## src/core/adc_cfg_pkg.sv

```systemverilog
package adc_cfg_pkg;

    ////////////////////////////////////////////////////////////////////////
    // Field positions in the device configuration word
    localparam int unsigned POWER_SAVE_KIND_BIT        = 31;
    localparam int unsigned POWER_DOWN_REQUEST_BIT     = 30;
    localparam int unsigned SYSTEM_RESET_REQUEST_BIT   = 29;
    localparam int unsigned RESET_DONE_FLAG_BIT        = 28;
    localparam int unsigned INPUT_SHORT_BIT            = 27;
    localparam int unsigned GUARD_OUTPUT_ENABLE_BIT    = 26;
    localparam int unsigned REFERENCE_RANGE_SELECT_BIT = 25;
    localparam int unsigned LATCH_PIN_HIGH_BIT         = 24;
    localparam int unsigned LATCH_PIN_LOW_BIT          = 23;
    localparam int unsigned LATCH_SOURCE_SELECT_BIT    = 22;
    localparam int unsigned CALIBRATION_SET_SELECT_BIT = 20;
    localparam int unsigned RATE_SCALE_SELECT_BIT      = 19;

    ////////////////////////////////////////////////////////////////////////
    // Reset values loaded by a system reset
    localparam logic [31:0] CONFIG_RESET        = 32'h00000000;
    localparam logic [31:0] OFFSET_RESET        = 32'h00000000;
    localparam logic [31:0] GAIN_RESET          = 32'h00100000;
    localparam logic [31:0] CHANNEL_SETUP_RESET = 32'h00000000;

    // Bits that a host write may change; flag and reserved bits excluded
    localparam logic [31:0] CONFIG_WRITE_MASK   = 32'hefd80000;

    ////////////////////////////////////////////////////////////////////////
    // Timing
    localparam int unsigned SYS_CLK_KHZ        = 200000;
    localparam int unsigned OSC_STARTUP_MS     = 20;
    localparam int unsigned OSC_STARTUP_CYCLES = OSC_STARTUP_MS * SYS_CLK_KHZ;

    // Output word period in master clock cycles, fastest rate of each band
    localparam logic [19:0] FAST_PERIOD_NORMAL = 20'h00500;
    localparam logic [19:0] FAST_PERIOD_SCALED = 20'h00600;
    localparam logic [19:0] SLOW_PERIOD_NORMAL = 20'h0a000;
    localparam logic [19:0] SLOW_PERIOD_SCALED = 20'h0c000;
    localparam logic [3:0]  RATE_CODE_SLOW_MAX = 4'h4;
    localparam logic [3:0]  RATE_CODE_FAST_MIN = 4'h8;
    localparam logic [3:0]  RATE_CODE_FAST_MAX = 4'hc;

    ////////////////////////////////////////////////////////////////////////
    // Power state, one-hot
    typedef enum logic [3:0] {
        PWR_NORMAL  = 4'h1,
        PWR_STANDBY = 4'h2,
        PWR_SLEEP   = 4'h4,
        PWR_WAKE    = 4'h8
    } power_state_e;

    // Fields of the selected channel setup, as supplied by the sequencer
    typedef struct packed {
        logic [1:0] channel_pick;
        logic [1:0] calibration_pointer;
        logic [1:0] setup_latch_bits;
        logic [3:0] word_rate;
    } setup_fields_s;

    // Analog and filter controls derived from the configuration
    typedef struct packed {
        logic analog_powered;
        logic filter_run;
        logic oscillator_run;
        logic bias_run;
        logic input_short;
        logic guard_output_enable;
        logic reference_range_select;
        logic rate_scale_select;
    } analog_ctrl_s;

endpackage

```

## src/core/adc_config_register_control.sv

```systemverilog
// Functional notes
// RULE1 - Host writes zero to unused bits
// RULE2 - Power-down bit with kind selects save mode
// RULE3 - Save modes power analog down, halt filter
// RULE4 - Standby keeps oscillator and bias running
// RULE5 - Leaving sleep waits oscillator start-up unless external
// RULE6 - Reset request bit resets internal logic
// RULE7 - Reset sets done flag; read clears it
// RULE8 - Reset loads documented default register values
// RULE9 - Host writes reset bit back to zero
// RULE10 - After reset cycle, return to command mode
// RULE11 - Reset write sets only the reset bit
// RULE12 - Input short disconnects and shorts inputs
// RULE13 - Guard drives low pin, ignores source select
// RULE14 - Reference range bit sizes sampling capacitor
// RULE15 - Source select picks setup or configuration latches
// RULE16 - Configuration latches drive pins on command execution
// RULE17 - Calibration set from channel or pointer
// RULE18 - Rate scale bit scales word rates by five-sixths
// RULE19 - Word rates scale with master clock
// RULE20 - Setup latch bits drive pins on execution
// RULE21 - Host accesses register with 32 data bits
// RULE22 - Done flag ignores writes, reads before clearing
`timescale 1ns/100ps
`default_nettype none

module adc_config_register_control
    import adc_cfg_pkg::*;
#(
    parameter int unsigned OSC_STARTUP = adc_cfg_pkg::OSC_STARTUP_CYCLES
) (
    input  wire logic                       sys_clk,
    input  wire logic                       rst_b,
    input  wire logic                       cfg_write,
    input  wire logic [31:0]                cfg_write_data,
    input  wire logic                       cfg_read,
    output logic      [31:0]                cfg_read_data,
    input  wire logic                       cmd_execute,
    input  wire adc_cfg_pkg::setup_fields_s setup,
    input  wire logic                       external_clock,
    output adc_cfg_pkg::power_state_e       power_state,
    output adc_cfg_pkg::analog_ctrl_s       analog_ctrl,
    output logic                            system_reset,
    output logic                            command_ready,
    output logic                            reset_done_flag,
    output logic                            latch_pin_low,
    output logic                            latch_pin_high,
    output logic      [1:0]                 calibration_index,
    output logic      [19:0]                word_period
);

    import adc_cfg_pkg::*;

    ////////////////////////////////////////////////////////////////////////
    // Reset release synchroniser; entry stays immediate, release
    // waits two edges so no flop leaves reset on a marginal edge

    logic [1:0] rst_pipe;
    logic       rst_sync_b;

    always_ff @(posedge sys_clk or negedge rst_b) begin
        if (!rst_b) begin
            rst_pipe <= 2'h0;
        end else begin
            rst_pipe <= {rst_pipe[0], 1'b1};
        end
    end

    assign rst_sync_b = rst_pipe[1];

    ////////////////////////////////////////////////////////////////////////
    // State

    // Every register of the block except the reset pipe and the start-up timer, loaded on each edge
    typedef struct packed {
        logic [31:0]  cfg;
        logic [31:0]  read_data;
        power_state_e pwr;
        logic         latch_low;
        logic         latch_high;
        logic         sys_reset;
        logic         wake_start;
        logic         ext_meta;
        logic         ext_sync;
        logic [1:0]   cal_index;
        logic [19:0]  period;
    } ctrl_state_s;

    // Power-on values; the period is that of rate code 12
    localparam ctrl_state_s STATE_RESET = '{
        cfg:        CONFIG_RESET,
        read_data:  CONFIG_RESET,
        pwr:        PWR_NORMAL,
        latch_low:  1'b0,
        latch_high: 1'b0,
        sys_reset:  1'b0,
        wake_start: 1'b0,
        ext_meta:   1'b0,
        ext_sync:   1'b0,
        cal_index:  2'h0,
        period:     FAST_PERIOD_NORMAL << 4
    };

    ctrl_state_s cur;
    ctrl_state_s next_cur;
    logic        wake_done;
    logic        reset_write;

    // A reset write overrides a command execute of the same cycle
    assign reset_write = cfg_write &&
                         cfg_write_data[SYSTEM_RESET_REQUEST_BIT];

    ////////////////////////////////////////////////////////////////////////
    // Word period in master clock cycles; a period counted in clock
    // cycles makes every rate follow the actual clock frequency.

    function automatic logic [19:0] rate_period(
        input logic [3:0] code,
        input logic       scaled
    );
        logic [19:0] base;
        // Unused codes give a zero period
        base = 20'h00000;
        if (code <= RATE_CODE_SLOW_MAX) begin
            base = scaled ? SLOW_PERIOD_SCALED : SLOW_PERIOD_NORMAL;
            base = base << code[2:0];
        end else if (code >= RATE_CODE_FAST_MIN &&
                     code <= RATE_CODE_FAST_MAX) begin
            base = scaled ? FAST_PERIOD_SCALED : FAST_PERIOD_NORMAL;
            base = base << code[2:0];
        end
        return base;
    endfunction

    ////////////////////////////////////////////////////////////////////////
    // Next state

    always_comb begin
        next_cur            = cur;
        next_cur.sys_reset  = 1'b0;
        next_cur.wake_start = 1'b0;
        // External clock pin passes two flops before use
        next_cur.ext_meta   = external_clock;
        next_cur.ext_sync   = cur.ext_meta;

        // Read returns the word including the flag, then clears it;
        // the data holds until the next read, and a write in the
        // same cycle is not yet visible in it
        if (cfg_read) begin
            next_cur.read_data = cur.cfg;                         // [RULE22]
            next_cur.cfg[RESET_DONE_FLAG_BIT] = 1'b0;             // [RULE7]
        end

        // Whole words only; the serial side assembles all 32 bits
        if (cfg_write) begin                                      // [RULE21]
            if (cfg_write_data[SYSTEM_RESET_REQUEST_BIT]) begin
                // Only the request bit lands; everything else defaults
                next_cur.cfg = CONFIG_RESET;                      // [RULE8]
                next_cur.cfg[SYSTEM_RESET_REQUEST_BIT] = 1'b1;    // [RULE11]
                // Set wins over a read that clears in the same cycle
                next_cur.cfg[RESET_DONE_FLAG_BIT] = 1'b1;         // [RULE7]
                next_cur.sys_reset  = 1'b1;                       // [RULE6]
                next_cur.latch_low  = 1'b0;
                next_cur.latch_high = 1'b0;
            end else if (cur.cfg[SYSTEM_RESET_REQUEST_BIT]) begin
                // Clearing write completes the cycle, other bits wait
                next_cur.cfg[SYSTEM_RESET_REQUEST_BIT] = 1'b0;    // [RULE9]
            end else begin
                // Flag and reserved bits are never taken from the host
                next_cur.cfg = (cfg_write_data & CONFIG_WRITE_MASK) |
                    (next_cur.cfg & ~CONFIG_WRITE_MASK);          // [RULE1]
            end
        end

        // Latch pins update when a command executes and clear on a reset
        // write, which wins over a command execute in the same cycle
        if (cmd_execute && !reset_write &&
            !cur.cfg[SYSTEM_RESET_REQUEST_BIT]) begin
            if (cur.cfg[LATCH_SOURCE_SELECT_BIT] &&
                !cur.cfg[GUARD_OUTPUT_ENABLE_BIT]) begin          // [RULE13]
                next_cur.latch_low  = cur.cfg[LATCH_PIN_LOW_BIT]; // [RULE16]
                next_cur.latch_high = cur.cfg[LATCH_PIN_HIGH_BIT];// [RULE15]
            end else begin
                next_cur.latch_low  = setup.setup_latch_bits[0];  // [RULE20]
                next_cur.latch_high = setup.setup_latch_bits[1];  // [RULE15]
            end
        end

        // Calibration set follows the selected setup
        next_cur.cal_index = cur.cfg[CALIBRATION_SET_SELECT_BIT] ?
            setup.calibration_pointer : setup.channel_pick;       // [RULE17]

        // Rate code and scale bit settle one cycle later
        next_cur.period = rate_period(setup.word_rate,
            cur.cfg[RATE_SCALE_SELECT_BIT]);                      // [RULE18]

        // Power mode sequencing. Standby enters sleep directly;
        // leaving sleep on the internal oscillator always passes
        // through the start-up wait, even towards standby
        case (cur.pwr)
            PWR_NORMAL: begin
                // Kind bit picks the save mode entered
                if (cur.cfg[POWER_DOWN_REQUEST_BIT]) begin        // [RULE2]
                    next_cur.pwr = cur.cfg[POWER_SAVE_KIND_BIT] ?
                        PWR_SLEEP : PWR_STANDBY;
                end
            end
            PWR_STANDBY: begin
                // Oscillator kept alive, so return is immediate
                if (!cur.cfg[POWER_DOWN_REQUEST_BIT]) begin       // [RULE4]
                    next_cur.pwr = PWR_NORMAL;
                end else if (cur.cfg[POWER_SAVE_KIND_BIT]) begin
                    next_cur.pwr = PWR_SLEEP;
                end
            end
            PWR_SLEEP: begin
                if (!cur.cfg[POWER_DOWN_REQUEST_BIT] ||
                    !cur.cfg[POWER_SAVE_KIND_BIT]) begin
                    // No oscillator to wait for on an external clock
                    if (cur.ext_sync) begin                       // [RULE5]
                        next_cur.pwr = cur.cfg[POWER_DOWN_REQUEST_BIT] ?
                            PWR_STANDBY : PWR_NORMAL;
                    end else begin
                        next_cur.pwr        = PWR_WAKE;
                        next_cur.wake_start = 1'b1;               // [RULE5]
                    end
                end
            end
            PWR_WAKE: begin
                // A new sleep request abandons the start-up wait
                if (cur.cfg[POWER_DOWN_REQUEST_BIT] &&
                    cur.cfg[POWER_SAVE_KIND_BIT]) begin
                    next_cur.pwr = PWR_SLEEP;
                end else if (wake_done) begin                     // [RULE5]
                    next_cur.pwr = cur.cfg[POWER_DOWN_REQUEST_BIT] ?
                        PWR_STANDBY : PWR_NORMAL;
                end
            end
            default: begin
                next_cur.pwr = PWR_NORMAL;
            end
        endcase
    end

    // Asynchronous entry keeps outputs safe before the clock runs
    always_ff @(posedge sys_clk or negedge rst_sync_b) begin
        if (!rst_sync_b) begin
            cur <= STATE_RESET;
        end else begin
            cur <= next_cur;
        end
    end

    ////////////////////////////////////////////////////////////////////////
    // Oscillator start-up wait after sleep; the parameter sets its
    // length so that a short value keeps simulation quick

    osc_startup_timer #(
        .COUNT (OSC_STARTUP)
    ) u_osc_startup_timer (
        .sys_clk    (sys_clk),
        .rst_sync_b (rst_sync_b),
        .start      (cur.wake_start),
        .done       (wake_done)
    );

    ////////////////////////////////////////////////////////////////////////
    // Outputs

    // Every data output is a register bit or a plain decode
    assign cfg_read_data     = cur.read_data;
    assign power_state       = cur.pwr;
    assign system_reset      = cur.sys_reset;
    assign reset_done_flag   = cur.cfg[RESET_DONE_FLAG_BIT];
    assign command_ready     = !cur.cfg[SYSTEM_RESET_REQUEST_BIT]; // [RULE10]
    assign calibration_index = cur.cal_index;
    assign word_period       = cur.period;                        // [RULE19]

    // Guard mode hands the low pin to the amplifier buffer
    assign latch_pin_low  = cur.latch_low &
                            !cur.cfg[GUARD_OUTPUT_ENABLE_BIT];    // [RULE13]
    // The guard buffer never takes the high pin
    assign latch_pin_high = cur.latch_high;

    // Save modes drop the analog section and filter; only sleep
    // also stops the oscillator and bias generator
    always_comb begin
        analog_ctrl.analog_powered  = (cur.pwr == PWR_NORMAL);    // [RULE3]
        analog_ctrl.filter_run      = (cur.pwr == PWR_NORMAL);    // [RULE3]
        analog_ctrl.oscillator_run  = (cur.pwr != PWR_SLEEP);     // [RULE4]
        analog_ctrl.bias_run        = (cur.pwr != PWR_SLEEP);     // [RULE4]
        analog_ctrl.input_short     = cur.cfg[INPUT_SHORT_BIT];   // [RULE12]
        analog_ctrl.guard_output_enable =
            cur.cfg[GUARD_OUTPUT_ENABLE_BIT];                     // [RULE13]
        analog_ctrl.reference_range_select =
            cur.cfg[REFERENCE_RANGE_SELECT_BIT];                  // [RULE14]
        analog_ctrl.rate_scale_select =
            cur.cfg[RATE_SCALE_SELECT_BIT];                       // [RULE18]
    end

endmodule

`default_nettype wire

```

## src/core/osc_startup_timer.sv

```systemverilog
`timescale 1ns/100ps
`default_nettype none

module osc_startup_timer #(
    parameter int unsigned COUNT = 4000000
) (
    input  wire logic sys_clk,
    input  wire logic rst_sync_b,
    input  wire logic start,
    output logic      done
);

    localparam int unsigned W = $clog2(COUNT + 1);
    localparam logic [W-1:0] LAST = W'(COUNT - 1);

    typedef struct packed {
        logic [W-1:0] count;
        logic         busy;
        logic         done;
    } timer_state_s;

    timer_state_s cur;
    timer_state_s next_cur;

    ////////////////////////////////////////////////////////////////////////
    always_comb begin
        next_cur      = cur;
        next_cur.done = 1'b0;
        if (start) begin
            // A restart during a count begins the full wait again
            next_cur.busy  = 1'b1;
            next_cur.count = '0;
        end else if (cur.busy) begin
            if (cur.count == LAST) begin
                next_cur.busy = 1'b0;
                next_cur.done = 1'b1;
            end else begin
                next_cur.count = cur.count + W'(1);
            end
        end
    end

    always_ff @(posedge sys_clk or negedge rst_sync_b) begin
        if (!rst_sync_b) begin
            cur <= '0;
        end else begin
            cur <= next_cur;
        end
    end

    assign done = cur.done;

endmodule

`default_nettype wire

```

## config.mk

```make
export PLATFORM = sky130hd
export DESIGN_NAME = adc_config_register_control
export DESIGN_NICKNAME = d
export VERILOG_FILES = /design/src/core/adc_cfg_pkg.sv /design/src/core/adc_config_register_control.sv /design/src/core/osc_startup_timer.sv
export SDC_FILE = /design/constraint.sdc
export NUM_CORES = 1
export LEC_CHECK = 0
export BUFFER_PORTS_ARGS = -buffer_cell sky130_fd_sc_hd__buf_2
export CAP_MARGIN = 20
export CORE_UTILIZATION = 51
export CTS_BUF_LIST = sky130_fd_sc_hd__clkbuf_8
export CTS_CLUSTER_SIZE = 24
export DETAILED_ROUTE_END_ITERATION = 7
export HOLD_SLACK_MARGIN = 0.05
export PLACE_DENSITY = 0.85
export SLEW_MARGIN = 10
export SYNTH_ARGS = -nofsm -noshare
export SYNTH_HDL_FRONTEND = slang
export SYNTH_SLANG_ARGS = --single-unit
```

## constraint.sdc

```tcl
create_clock -name sys_clk -period 2.8 [get_ports sys_clk]
set_clock_uncertainty 0.05 [all_clocks]
set_input_delay 0.84 -clock sys_clk [delete_from_list [all_inputs] [get_ports sys_clk]]
set_output_delay 0.84 -clock sys_clk [all_outputs]
set_load 0.02 [all_outputs]
```

==> results_dict.tcl, run 1 <==
set metrics [dict create \
    synth_area_mm2 0.00396 \
    synth_seq_area_share 0.468 \
    total_power_mw 3.02 \
    hpwlAfterDp_um 5250 \
    syn_area_per_cell_um2 10.1 \
    coreArea_mm2 0.00737 \
    io_buffers 69 \
    layout_common_cells "dfrtp_1 (70), buf_2 (69), conb_1 (29)" \
    cp-start-kind "flop" \
    ys_ff_latch 74 \
    maxCapViolCount 0 \
    htreeDepth 3 \
    yosys.area_share.simple 0.174 \
    final_net_count 471 \
    drt_iter0_drc 193 \
    via_per_inst 5.42 \
    synth-edff-count 0 \
    ant_nets 0 \
    fp.dieW_um 90.1 \
    hold_viol 0 \
    reg2reg_slack_ps 760 \
    pwr_density_cell_mw_per_mm2 709 \
    cts_buffers 9 \
    clk_path_buf_depth 2 \
    layout_commonest_cell "dfrtp_1" \
    synth_compound_area_frac 0.117 \
    status "complete, no violations" \
    regArea_mm2 0.00186 \
    drive_gt1_frac 0.271 \
    gp_congestion 0.862 \
    n_fill_cell 610 \
    clkLatencyLatePin_ps 340 \
    grt_usage 0.190 \
    clkSinkCount 74 \
    grt_pass1_wl_um 12300 \
    slew_headroom 0.528 \
    worstSetupEndpointType "primary output" \
    synthAdderAreaFrac 0.00947 \
    synth_xor_area_frac 0.0221 \
    start_util 0.538 \
    ioPinCount 119 \
    clk_pin_slew_ps 80 \
    slew_viol_final 0 \
    synth_top_family_by_area "simple AND/OR/NAND/NOR gates" \
    max-vdd-ir-drop_v 0.000253 \
    routedWlPerCell_um 14.1 \
    cts_resized 0 \
    std_cell_rows 31 \
    async_flop_share 1.00 \
    synthCells 391 \
    crit_type "reg2out" \
    drt-pass1-iter-count 4 \
    worstPathRequired_ps 1910 \
    placed_area_mm2 0.00399 \
    period_share 0.875 \
    hold_path.class "in2async" \
    grt-ovfl-total 0 \
    setup_tns_ps 0 \
    max_freq_ghz 0.408 \
    diodes 0 \
    grt_pass1_vias 2674 \
    drcViolationCount 0 \
    vias 2840 \
    setup_viol 0 \
    synthDistinctLibCells 53 \
    hold_buffers 0 \
    area_growth_pct 7.67 \
    cts_tree "done" \
    drt-total-wl_um 7370 \
    synthMuxAreaShare 0.0474 \
    antenna_found_initial 0 \
    post-cts-setup-buffers 0 \
    fp.dieH_um 90.1 \
    rsz0062_at_grt "no" \
    yosysWarnings 0 \
    synth_ff_type "dfrtp_1" \
    min_period_ps 2450 \
    leakage_nw 2.04 \
    die-area_mm2 0.00813 \
    grt_max_degree 36 \
    clockRootBuffer "clkbuf_8" \
    worst_pin_slew_ps 709 \
    design_area_mm2 0.00427 \
    arrival_ps 1560 \
    crit_fanout 14 \
    multiInputGateArea_mm2 0.00158 \
]
## Yosys cell counts (all sizes together) (3+ instances only)
| cell type | instances | area [um2] |
|---|---|---|
| clkbuf | 11 | 41.3 |
| a21oi | 17 | 85.1 |
| inv | 18 | 67.6 |
| mux2 | 14 | 158 |
| a31oi | 3 | 18.8 |
| nand3b | 3 | 22.5 |
| xor2 | 5 | 43.8 |
| nand2b | 4 | 25.0 |
| nor3b | 7 | 52.6 |
| a22o | 4 | 35.0 |
| mux2i | 3 | 30.0 |
| or4 | 4 | 33.8 |
| dfstp | 3 | 78.8 |
| o22ai | 8 | 50.1 |
| nor4 | 3 | 40.0 |
| o31ai | 5 | 37.5 |
| nand3 | 6 | 30.0 |
| nand4 | 10 | 83.8 |
| xnor2 | 5 | 43.8 |
| nor3 | 7 | 46.3 |
| and4 | 5 | 47.6 |
| o21ai | 18 | 90.1 |
| nor2b | 12 | 75.1 |
| a22oi | 7 | 52.6 |
| nor2 | 19 | 71.3 |
| or3 | 5 | 31.3 |
| ha | 3 | 37.5 |
| buf | 70 | 523 |
| and2 | 3 | 18.8 |
| dfrtp | 71 | 1780 |
| nand2 | 21 | 78.8 |
## worst max-delay path: stages (launching register included)
cell	delay (ps)
dfrtp_1	610
nor2b_1	270
nand2_1	140
buf_2	190
## flip-flops by register name, indices dropped and copies added (netlist names)
register,count
analog_ctrl,4
calibration_index,2
cfg_read_data,12
cur,11
latch_pin_high,1
power_state,4
reset_done_flag,1
rst_pipe,2
system_reset,1
u_osc_startup_timer.cur,23
u_osc_startup_timer.done,1
word_period,12
## metrics by stage
| stage | hold slack (ps) | util | std cells | setup WS, ps |
|---|---|---|---|---|
| floorplan | 281 | - | 418 | 419 |
| global placement | 285 | 0.542 | 508 | 785 |
| detailed placement | 296 | 0.542 | 508 | 777 |
| CTS | 203 | 0.579 | 524 | 361 |
| global route | 199 | 0.579 | 524 | 259 |
| finish | 219 | 0.579 | 524 | 351 |
## logic make-up (layout without fill, tap and decap cells)
kind of cell / Yosys count / in the layout
flip-flops: 74 / 74
XOR/XNOR: 10 / 10
AO/OA/AOI/OAI: 73 / 73
multiplexers: 17 / 17
AND/OR/NAND/NOR: 113 / 113
buffers and inverters: 99 / 106
adder cells (fa/ha/maj): 3 / 3
other: 2 / 29
## final cells by class
type,count,share of cell area
clock buffer,10,0.0323
clock inverter,6,0.0320
inverter,18,0.0158
multi-input combinational,245,0.370
sequential,74,0.435
tap,99,0.0290
timing repair buffer,72,0.0862
## power breakdown
part           internal [mW]  switching [mW]
combinational          0.229           0.343
clock                  0.709           0.388
sequential              1.19           0.161
## path summary, 6_finish.rpt
| check | startpoint | end | cells after the start |
|---|---|---|---|
| min in group sys_clk | rst_pipe[0] | rst_pipe[1] | 0 |
| min reg2reg | rst_pipe[1] | word_period[11] | 0 |
| max | power_state[2] | analog_ctrl[5] | 3 |
| max reg2reg | u_osc_startup_timer.cur[2] | u_osc_startup_timer.cur[2] | 5 |
| max in group asynchronous | rst_pipe[1] | power_state[0] | 1 |
| min | rst_b | rst_pipe[0] | 1 |
## routing by layer
layer  vias to the layer above  track usage  part of all wire
met1                      1377        0.240              0.43
met4                         0       0.0847            0.0096
met5                         -            0                 0
met2                       122        0.312              0.50
met3                        10       0.0415             0.060
li1                       1331            -                 -
No activity file was read; power rests on OpenSTA's default activity.
==> run 2: changes to the inputs <==
--- a/config.mk
+++ b/config.mk
@@ -5,15 +5,16 @@
 export SDC_FILE = /design/constraint.sdc
 export NUM_CORES = 1
 export LEC_CHECK = 0
-export BUFFER_PORTS_ARGS = -buffer_cell sky130_fd_sc_hd__buf_2
 export CAP_MARGIN = 20
 export CORE_UTILIZATION = 51
 export CTS_BUF_LIST = sky130_fd_sc_hd__clkbuf_8
 export CTS_CLUSTER_SIZE = 24
 export DETAILED_ROUTE_END_ITERATION = 7
+export DONT_BUFFER_PORTS = 1
 export HOLD_SLACK_MARGIN = 0.05
-export PLACE_DENSITY = 0.85
+export PLACE_DENSITY = 0.72
 export SLEW_MARGIN = 10
 export SYNTH_ARGS = -nofsm -noshare
 export SYNTH_HDL_FRONTEND = slang
+export SYNTH_HIERARCHICAL = 1
 export SYNTH_SLANG_ARGS = --single-unit
==> run 2 against run 1 <==
Worst setup slack worse by 85 ps. Power is 11% lower. Sequential power is 8% higher. Fmax is 3.4% lower. First-iteration DRC count is 12% lower. Synthesized cell count is 0.26% higher. Count of clock-buffer cells in the layout is 1 lower. Utilization is 7.9 points lower. Wire length is 3.8% lower.
==> results_dict.tcl, run 2 <==
set metrics [dict create \
    pwr_density_cell_mw_per_mm2 704 \
    utilization 0.500 \
    grt_pass1_wl_um 12000 \
    cp-start-kind "flop" \
    crit_fanout 12 \
    syn_area_per_cell_um2 10.3 \
    clkLatencyLatePin_ps 350 \
    routedWlPerCell_um 15.5 \
    met3_length_um 416 \
    ys_ff_latch 74 \
    ioPinCount 119 \
    drive_gt1_frac 0.135 \
    crit_type "reg2out" \
    grt_max_degree 73 \
    grt_pass1_vias 2503 \
    drcViolationCount 0 \
    start_util 0.523 \
    setup_viol 0 \
    drt-total-wl_um 7090 \
    clockRootBuffer "clkbuf_8" \
    yosysMostFrequentCell "dfrtp_1" \
    worstPathRequired_ps 1910 \
    status "complete, no violations" \
    n_fill_cell 748 \
    max-vdd-ir-drop_v 0.000335 \
    antenna_found_initial 0 \
    synth_area_mm2 0.00402 \
    layout_common_cells "dfrtp_1 (70), conb_1 (29), inv_1 (21), nor2_1 (21), o21ai_0 (16)" \
    fp.dieH_um 90.8 \
    drt-pass1-iter-count 4 \
    arrival_ps 1640 \
    path_cells "or4b_4" \
    synth.top_cell.area_share 0.442 \
    dp_cells 442 \
    max_stage_delay_ps 710 \
    synthCells 392 \
    post-cts-setup-buffers 0 \
    htreeDepth 3 \
    max_freq_ghz 0.395 \
    hpwlAfterDp_um 4880 \
    hold_buffers 0 \
    hold_viol 0 \
    period_share 0.905 \
    drt_iter0_drc 169 \
    final_net_count 402 \
    slew_viol_final 0 \
    yosysWarnings 6 \
    synth_area_leaders "dfrtp_1 (44%), buf_4 (12%), mux2_2 (3.9%), o21ai_0 (2.0%), dfstp_2 (2.0%)" \
    worst_pin_slew_ps 889 \
    synthDistinctLibCells 60 \
    slowest_stage "or4b_4" \
    min_period_ps 2530 \
    cts_resized 0 \
    rsz0062_at_grt "no" \
    timing.critical_path.buf_inv 0 \
    area_growth_pct -4.42 \
    clk_pin_slew_ps 80 \
    clk_path_buf_depth 2 \
    met1_length_um 2970 \
    worstSetupEndpointType "primary output" \
    diodes 0 \
    vias 2565 \
    top_layer "met4" \
    layout.cells.non_filler 458 \
    gp_congestion 0.805 \
    critical_path.top_delay_family "simple AND/OR/NAND/NOR gates" \
    io_buffers 0 \
    layout_commonest_cell "dfrtp_1" \
    grt_usage 0.183 \
    hold_path.class "in2async" \
    cts_buffers 9 \
    leakage_nw 1.72 \
    synth_common_cells "dfrtp_1 (71), buf_4 (65), nor2_1 (21)" \
    async_flop_share 1.00 \
    synth_seq_area_share 0.462 \
    setup_tns_ps 0 \
    cts_tree "done" \
    ant_nets 0 \
    regMostFlops "u_osc_startup_timer/cur" \
    std_cell_rows 32 \
    largest_reg_flops 23 \
    via_per_inst 5.60 \
    slew_headroom 0.407 \
    fp.dieW_um 90.8 \
    die-area_mm2 0.00824 \
    total_power_mw 2.71 \
    coreArea_mm2 0.00769 \
    synth-edff-count 0 \
    synth_ff_type "dfrtp_1" \
    clkSinkCount 74 \
    maxCapViolCount 0 \
    synth_top_area_cell "dfrtp_1" \
    grt-ovfl-total 0 \
    met2_length_um 3600 \
]
## run 2: metal layers
| metal | GRT usage | up-vias |
|---|---|---|
| met3 | 0.0648 | 13 |
| met2 | 0.306 | 69 |
| li1 | - | 1196 |
| met4 | 0.0582 | 0 |
| met5 | 0 | - |
| met1 | 0.220 | 1287 |
## run 2: power breakdown
part | internal (mW) | total [mW] | switching [mW] | leakage (nW)
combinational | 0.227 | 0.515 | 0.288 | 0.678
clock | 0.319 | 0.731 | 0.412 | 0.0868
sequential | 1.21 | 1.46 | 0.248 | 0.955
## run 2: final timing paths
| kind | startpoint | end | slack (ps) | cells past startpoint |
|---|---|---|---|---|
| setup reg to reg | power_state[1] | power_state[1] | 720 | 4 |
| min in group sys_clk | cur[23] | cur[22] | 310 | 0 |
| hold reg to reg | cur[23] | cur[22] | 310 | 0 |
| hold / removal | rst_b | rst_pipe[1] | 120 | 0 |
| max in group asynchronous | rst_pipe[1] | u_osc_startup_timer/cur[10] | 1690 | 1 |
| setup / recovery | power_state[1] | analog_ctrl[4] | 270 | 1 |
## run 2: area by class of cell
cell class / instances / area (um2) / share of cell area
clock buffer: 9 / 124 / 0.0322
clock inverter: 7 / 46.3 / 0.0121
inverter: 20 / 75.1 / 0.0195
multi-input combinational: 241 / 1570 / 0.410
sequential: 74 / 1860 / 0.483
tap: 102 / 128 / 0.0332
timing repair buffer: 5 / 37.5 / 0.00977
## run 2: cells by family (layout without fill, tap and decap cells)
kind of cell / Yosys count / in the layout / synth area share
muxes: 17 / 17 / 0.0467
other: 2 / 29 / 0.00187
AOI/OAI and AO/OA: 70 / 70 / 0.109
buffers and inverters: 104 / 41 / 0.173
DFF: 74 / 74 / 0.462
xor gates and xnor gates: 12 / 12 / 0.0262
and+or+nand+nor: 110 / 110 / 0.172
adders and majority gates: 3 / 3 / 0.00934
## run 2: through the flow
stage                     hold WS [ps]  area, um2  worst slack (ps)
after floorplan                    281       4120               241
after global placement             284       3670               660
after detailed placement           295       3670               644
after CTS                          105       3840               259
after global routing               100       3840               209
final                              123       3840               266
## run 2: worst register-to-register path: stages (launching register included)
cell,delay [ps]
dfrtp_1,580
or4b_4,710
or2_0,280
and3_1,170
a22o_1,170
==> run 3: changes to the inputs <==
--- a/config.mk
+++ b/config.mk
@@ -8,11 +8,13 @@
 export CAP_MARGIN = 20
 export CORE_UTILIZATION = 51
 export CTS_BUF_LIST = sky130_fd_sc_hd__clkbuf_8
+export CTS_CLUSTER_DIAMETER = 80
 export CTS_CLUSTER_SIZE = 24
 export DETAILED_ROUTE_END_ITERATION = 7
 export DONT_BUFFER_PORTS = 1
 export HOLD_SLACK_MARGIN = 0.05
 export PLACE_DENSITY = 0.72
+export RECOVER_POWER = 100
 export SLEW_MARGIN = 10
 export SYNTH_ARGS = -nofsm -noshare
 export SYNTH_HDL_FRONTEND = slang
==> run 3 against run 2 <==
The flow now finishes with violations (capacitance limit, slew limit). Global-route usage unchanged. Worst setup slack better by 4.5 ps. Count of clock-buffer cells in the layout unchanged. Register-to-register slack about the same. Worst hold slack better by 1.4 ps. Sequential share of layout area up 0.53 points. Combinational power down 2%. Non-clock buffer count unchanged. Clock power down 0.5%. Die area unchanged. Utilization down 0.54 points. Fmax up 0.18%. Highest routed layer unchanged.
==> results_dict.tcl, run 3 (synthesized netlist as in run 2, its figures left out) <==
set metrics [dict create \
    max_stage_delay_ps 710 \
    placed_area_mm2 0.00367 \
    arrival_ps 1640 \
    max-vdd-ir-drop_v 0.000333 \
    htreeDepth 3 \
    drt_iter0_drc 168 \
    grt_pass1_wl_um 12000 \
    period_share 0.903 \
    drcViolationCount 0 \
    leakage_nw 1.69 \
    status "finished with violations" \
    die-area_mm2 0.00824 \
    power_switching_uw 938 \
    drt-pass1-iter-count 4 \
    violations "capacitance limit, slew limit" \
    drive_gt1_frac 0.115 \
    cts_tree "done" \
    layout_common_cells "dfrtp_1 (70), conb_1 (29), inv_1 (21), nor2_1 (21), o21ai_0 (16)" \
    crit_path_end "analog_ctrl[4]" \
    regToRegEndpoint "power_state[1]" \
    hold_ws_ps 125 \
    clockRootBuffer "clkbuf_8" \
    crit_type "reg2out" \
    clkSinkCount 74 \
    grt-ovfl-total 0 \
    slowest_stage "or4b_4" \
    layout_commonest_cell "dfrtp_1" \
    drt-total-wl_um 7100 \
    setup_viol 0 \
    io_buffers 0 \
    start_util 0.523 \
    reg2reg_slack_ps 720 \
    cts_buffers 9 \
    regMostFlops "u_osc_startup_timer/cur" \
    vias 2541 \
    utilization 0.494 \
    pwr_density_cell_mw_per_mm2 708 \
    fp.dieH_um 90.8 \
    slew_headroom -0.148 \
    cts_resized 0 \
    pre_cts_ws_ps 644 \
    crit_fanout 12 \
    area_growth_pct -5.45 \
    grt_usage 0.183 \
    diodes 0 \
    post-cts-setup-buffers 0 \
    hold_viol 0 \
    coreArea_mm2 0.00769 \
    clk_pin_slew_ps 80 \
    cp-start-kind "flop" \
    maxCapViolCount 1 \
    hpwlAfterDp_um 4880 \
    rsz0062_at_grt "no" \
    seqPwrFrac 0.542 \
    timing.rr.start "power_state[1]" \
    combPwrFrac 0.188 \
    grt_max_degree 73 \
    switching_share 0.349 \
    rr_worst_depth 4 \
    grt_pass1_vias 2503 \
    critical_path.top_delay_family "simple AND/OR/NAND/NOR gates" \
    power.internal_mw 1.75 \
    worstPathRequired_ps 1910 \
    power_frac_clock 0.270 \
    via_per_inst 5.55 \
    final_net_count 402 \
    clk_path_buf_depth 2 \
    ioPinCount 119 \
    path_cells "or4b_4" \
    worst_pin_slew_ps 1720 \
    n_fill_cell 751 \
    worst-path-stages 1 \
    gp_congestion 0.805 \
    timing.critical_path.buf_inv 0 \
    worstSetupEndpointType "primary output" \
    min_period_ps 2530 \
    largest_reg_flops 23 \
    hold_buffers 0 \
    slew_viol_final 73 \
    antenna_found_initial 0 \
    final.setup.worst_slack_ps 270 \
    hold_path.class "in2async" \
    design_area_mm2 0.00380 \
    ant_nets 0 \
    fp.dieW_um 90.8 \
    startpoint "power_state[1]" \
    std_cell_rows 32 \
    routedWlPerCell_um 15.5 \
    setup_tns_ps 0 \
    clkLatencyLatePin_ps 350 \
    max_freq_ghz 0.395 \
]
## run 3: cell count changes in the layout (fill, tap and decap cells not counted)
cell,delta
nand3_1,+1
nand4_1,+1
and4_1,+1
nand3_4,-1
dfstp_1,+2
nand4_4,-1
clkbuf_1,+2
buf_4,-4
and4_2,-1
clkbuf_2,+2
dfstp_2,-2
## run 3: worst min-delay path by stage
stage / startpoint / endpoint / cells past startpoint
finish: rst_b / rst_pipe[1] / 0
global placement: cur[23] / cur[22] / 0
detailed placement: cur[23] / cur[22] / 0
global route: rst_b / rst_pipe[1] / 0
floorplan: cur[23] / cur[22] / 0
CTS: rst_b / rst_pipe[1] / 0
## run 3: worst register-to-register path, cell delays in order, from the launching register on
cell	delay [ps]
dfrtp_1	580
or4b_4	710
or2_0	280
and3_1	170
a22o_1	180
## run 3: area by class of cell
cell class / count / area (um2) / share of cell area
sequential: 74 / 1860 / 0.489
multi-input combinational: 241 / 1550 / 0.407
tap: 102 / 128 / 0.0336
clock buffer: 9 / 124 / 0.0326
inverter: 20 / 75.1 / 0.0198
clock inverter: 7 / 46.3 / 0.0122
timing repair buffer: 5 / 25.0 / 0.00659
## run 3: routing by layer
layer / track usage / up-vias / share of wire
met5: 0 / - / 0
met4: 0.0582 / 0 / 0.014
met2: 0.306 / 64 / 0.50
met1: 0.220 / 1269 / 0.42
li1: - / 1197 / -
met3: 0.0648 / 11 / 0.058
## run 3: per-stage QoR
step | instances | power [mW]
2_1_floorplan | 419 | 2.06
3_3_place_gp | 442 | 1.97
3_5_place_dp | 442 | 2.00
4_1_cts | 458 | 2.73
5_1_grt | 458 | 2.85
6_report | 458 | 2.69
## run 3: power groups by stage
stage,Sequential (mW),Clock (mW),Combinational [mW]
2_1_floorplan,1.34,0,0.719
3_3_place_gp,1.47,0,0.496
3_5_place_dp,1.48,0,0.521
4_1_cts,1.46,0.755,0.518
5_1_grt,1.48,0.795,0.570
6_report,1.46,0.727,0.504
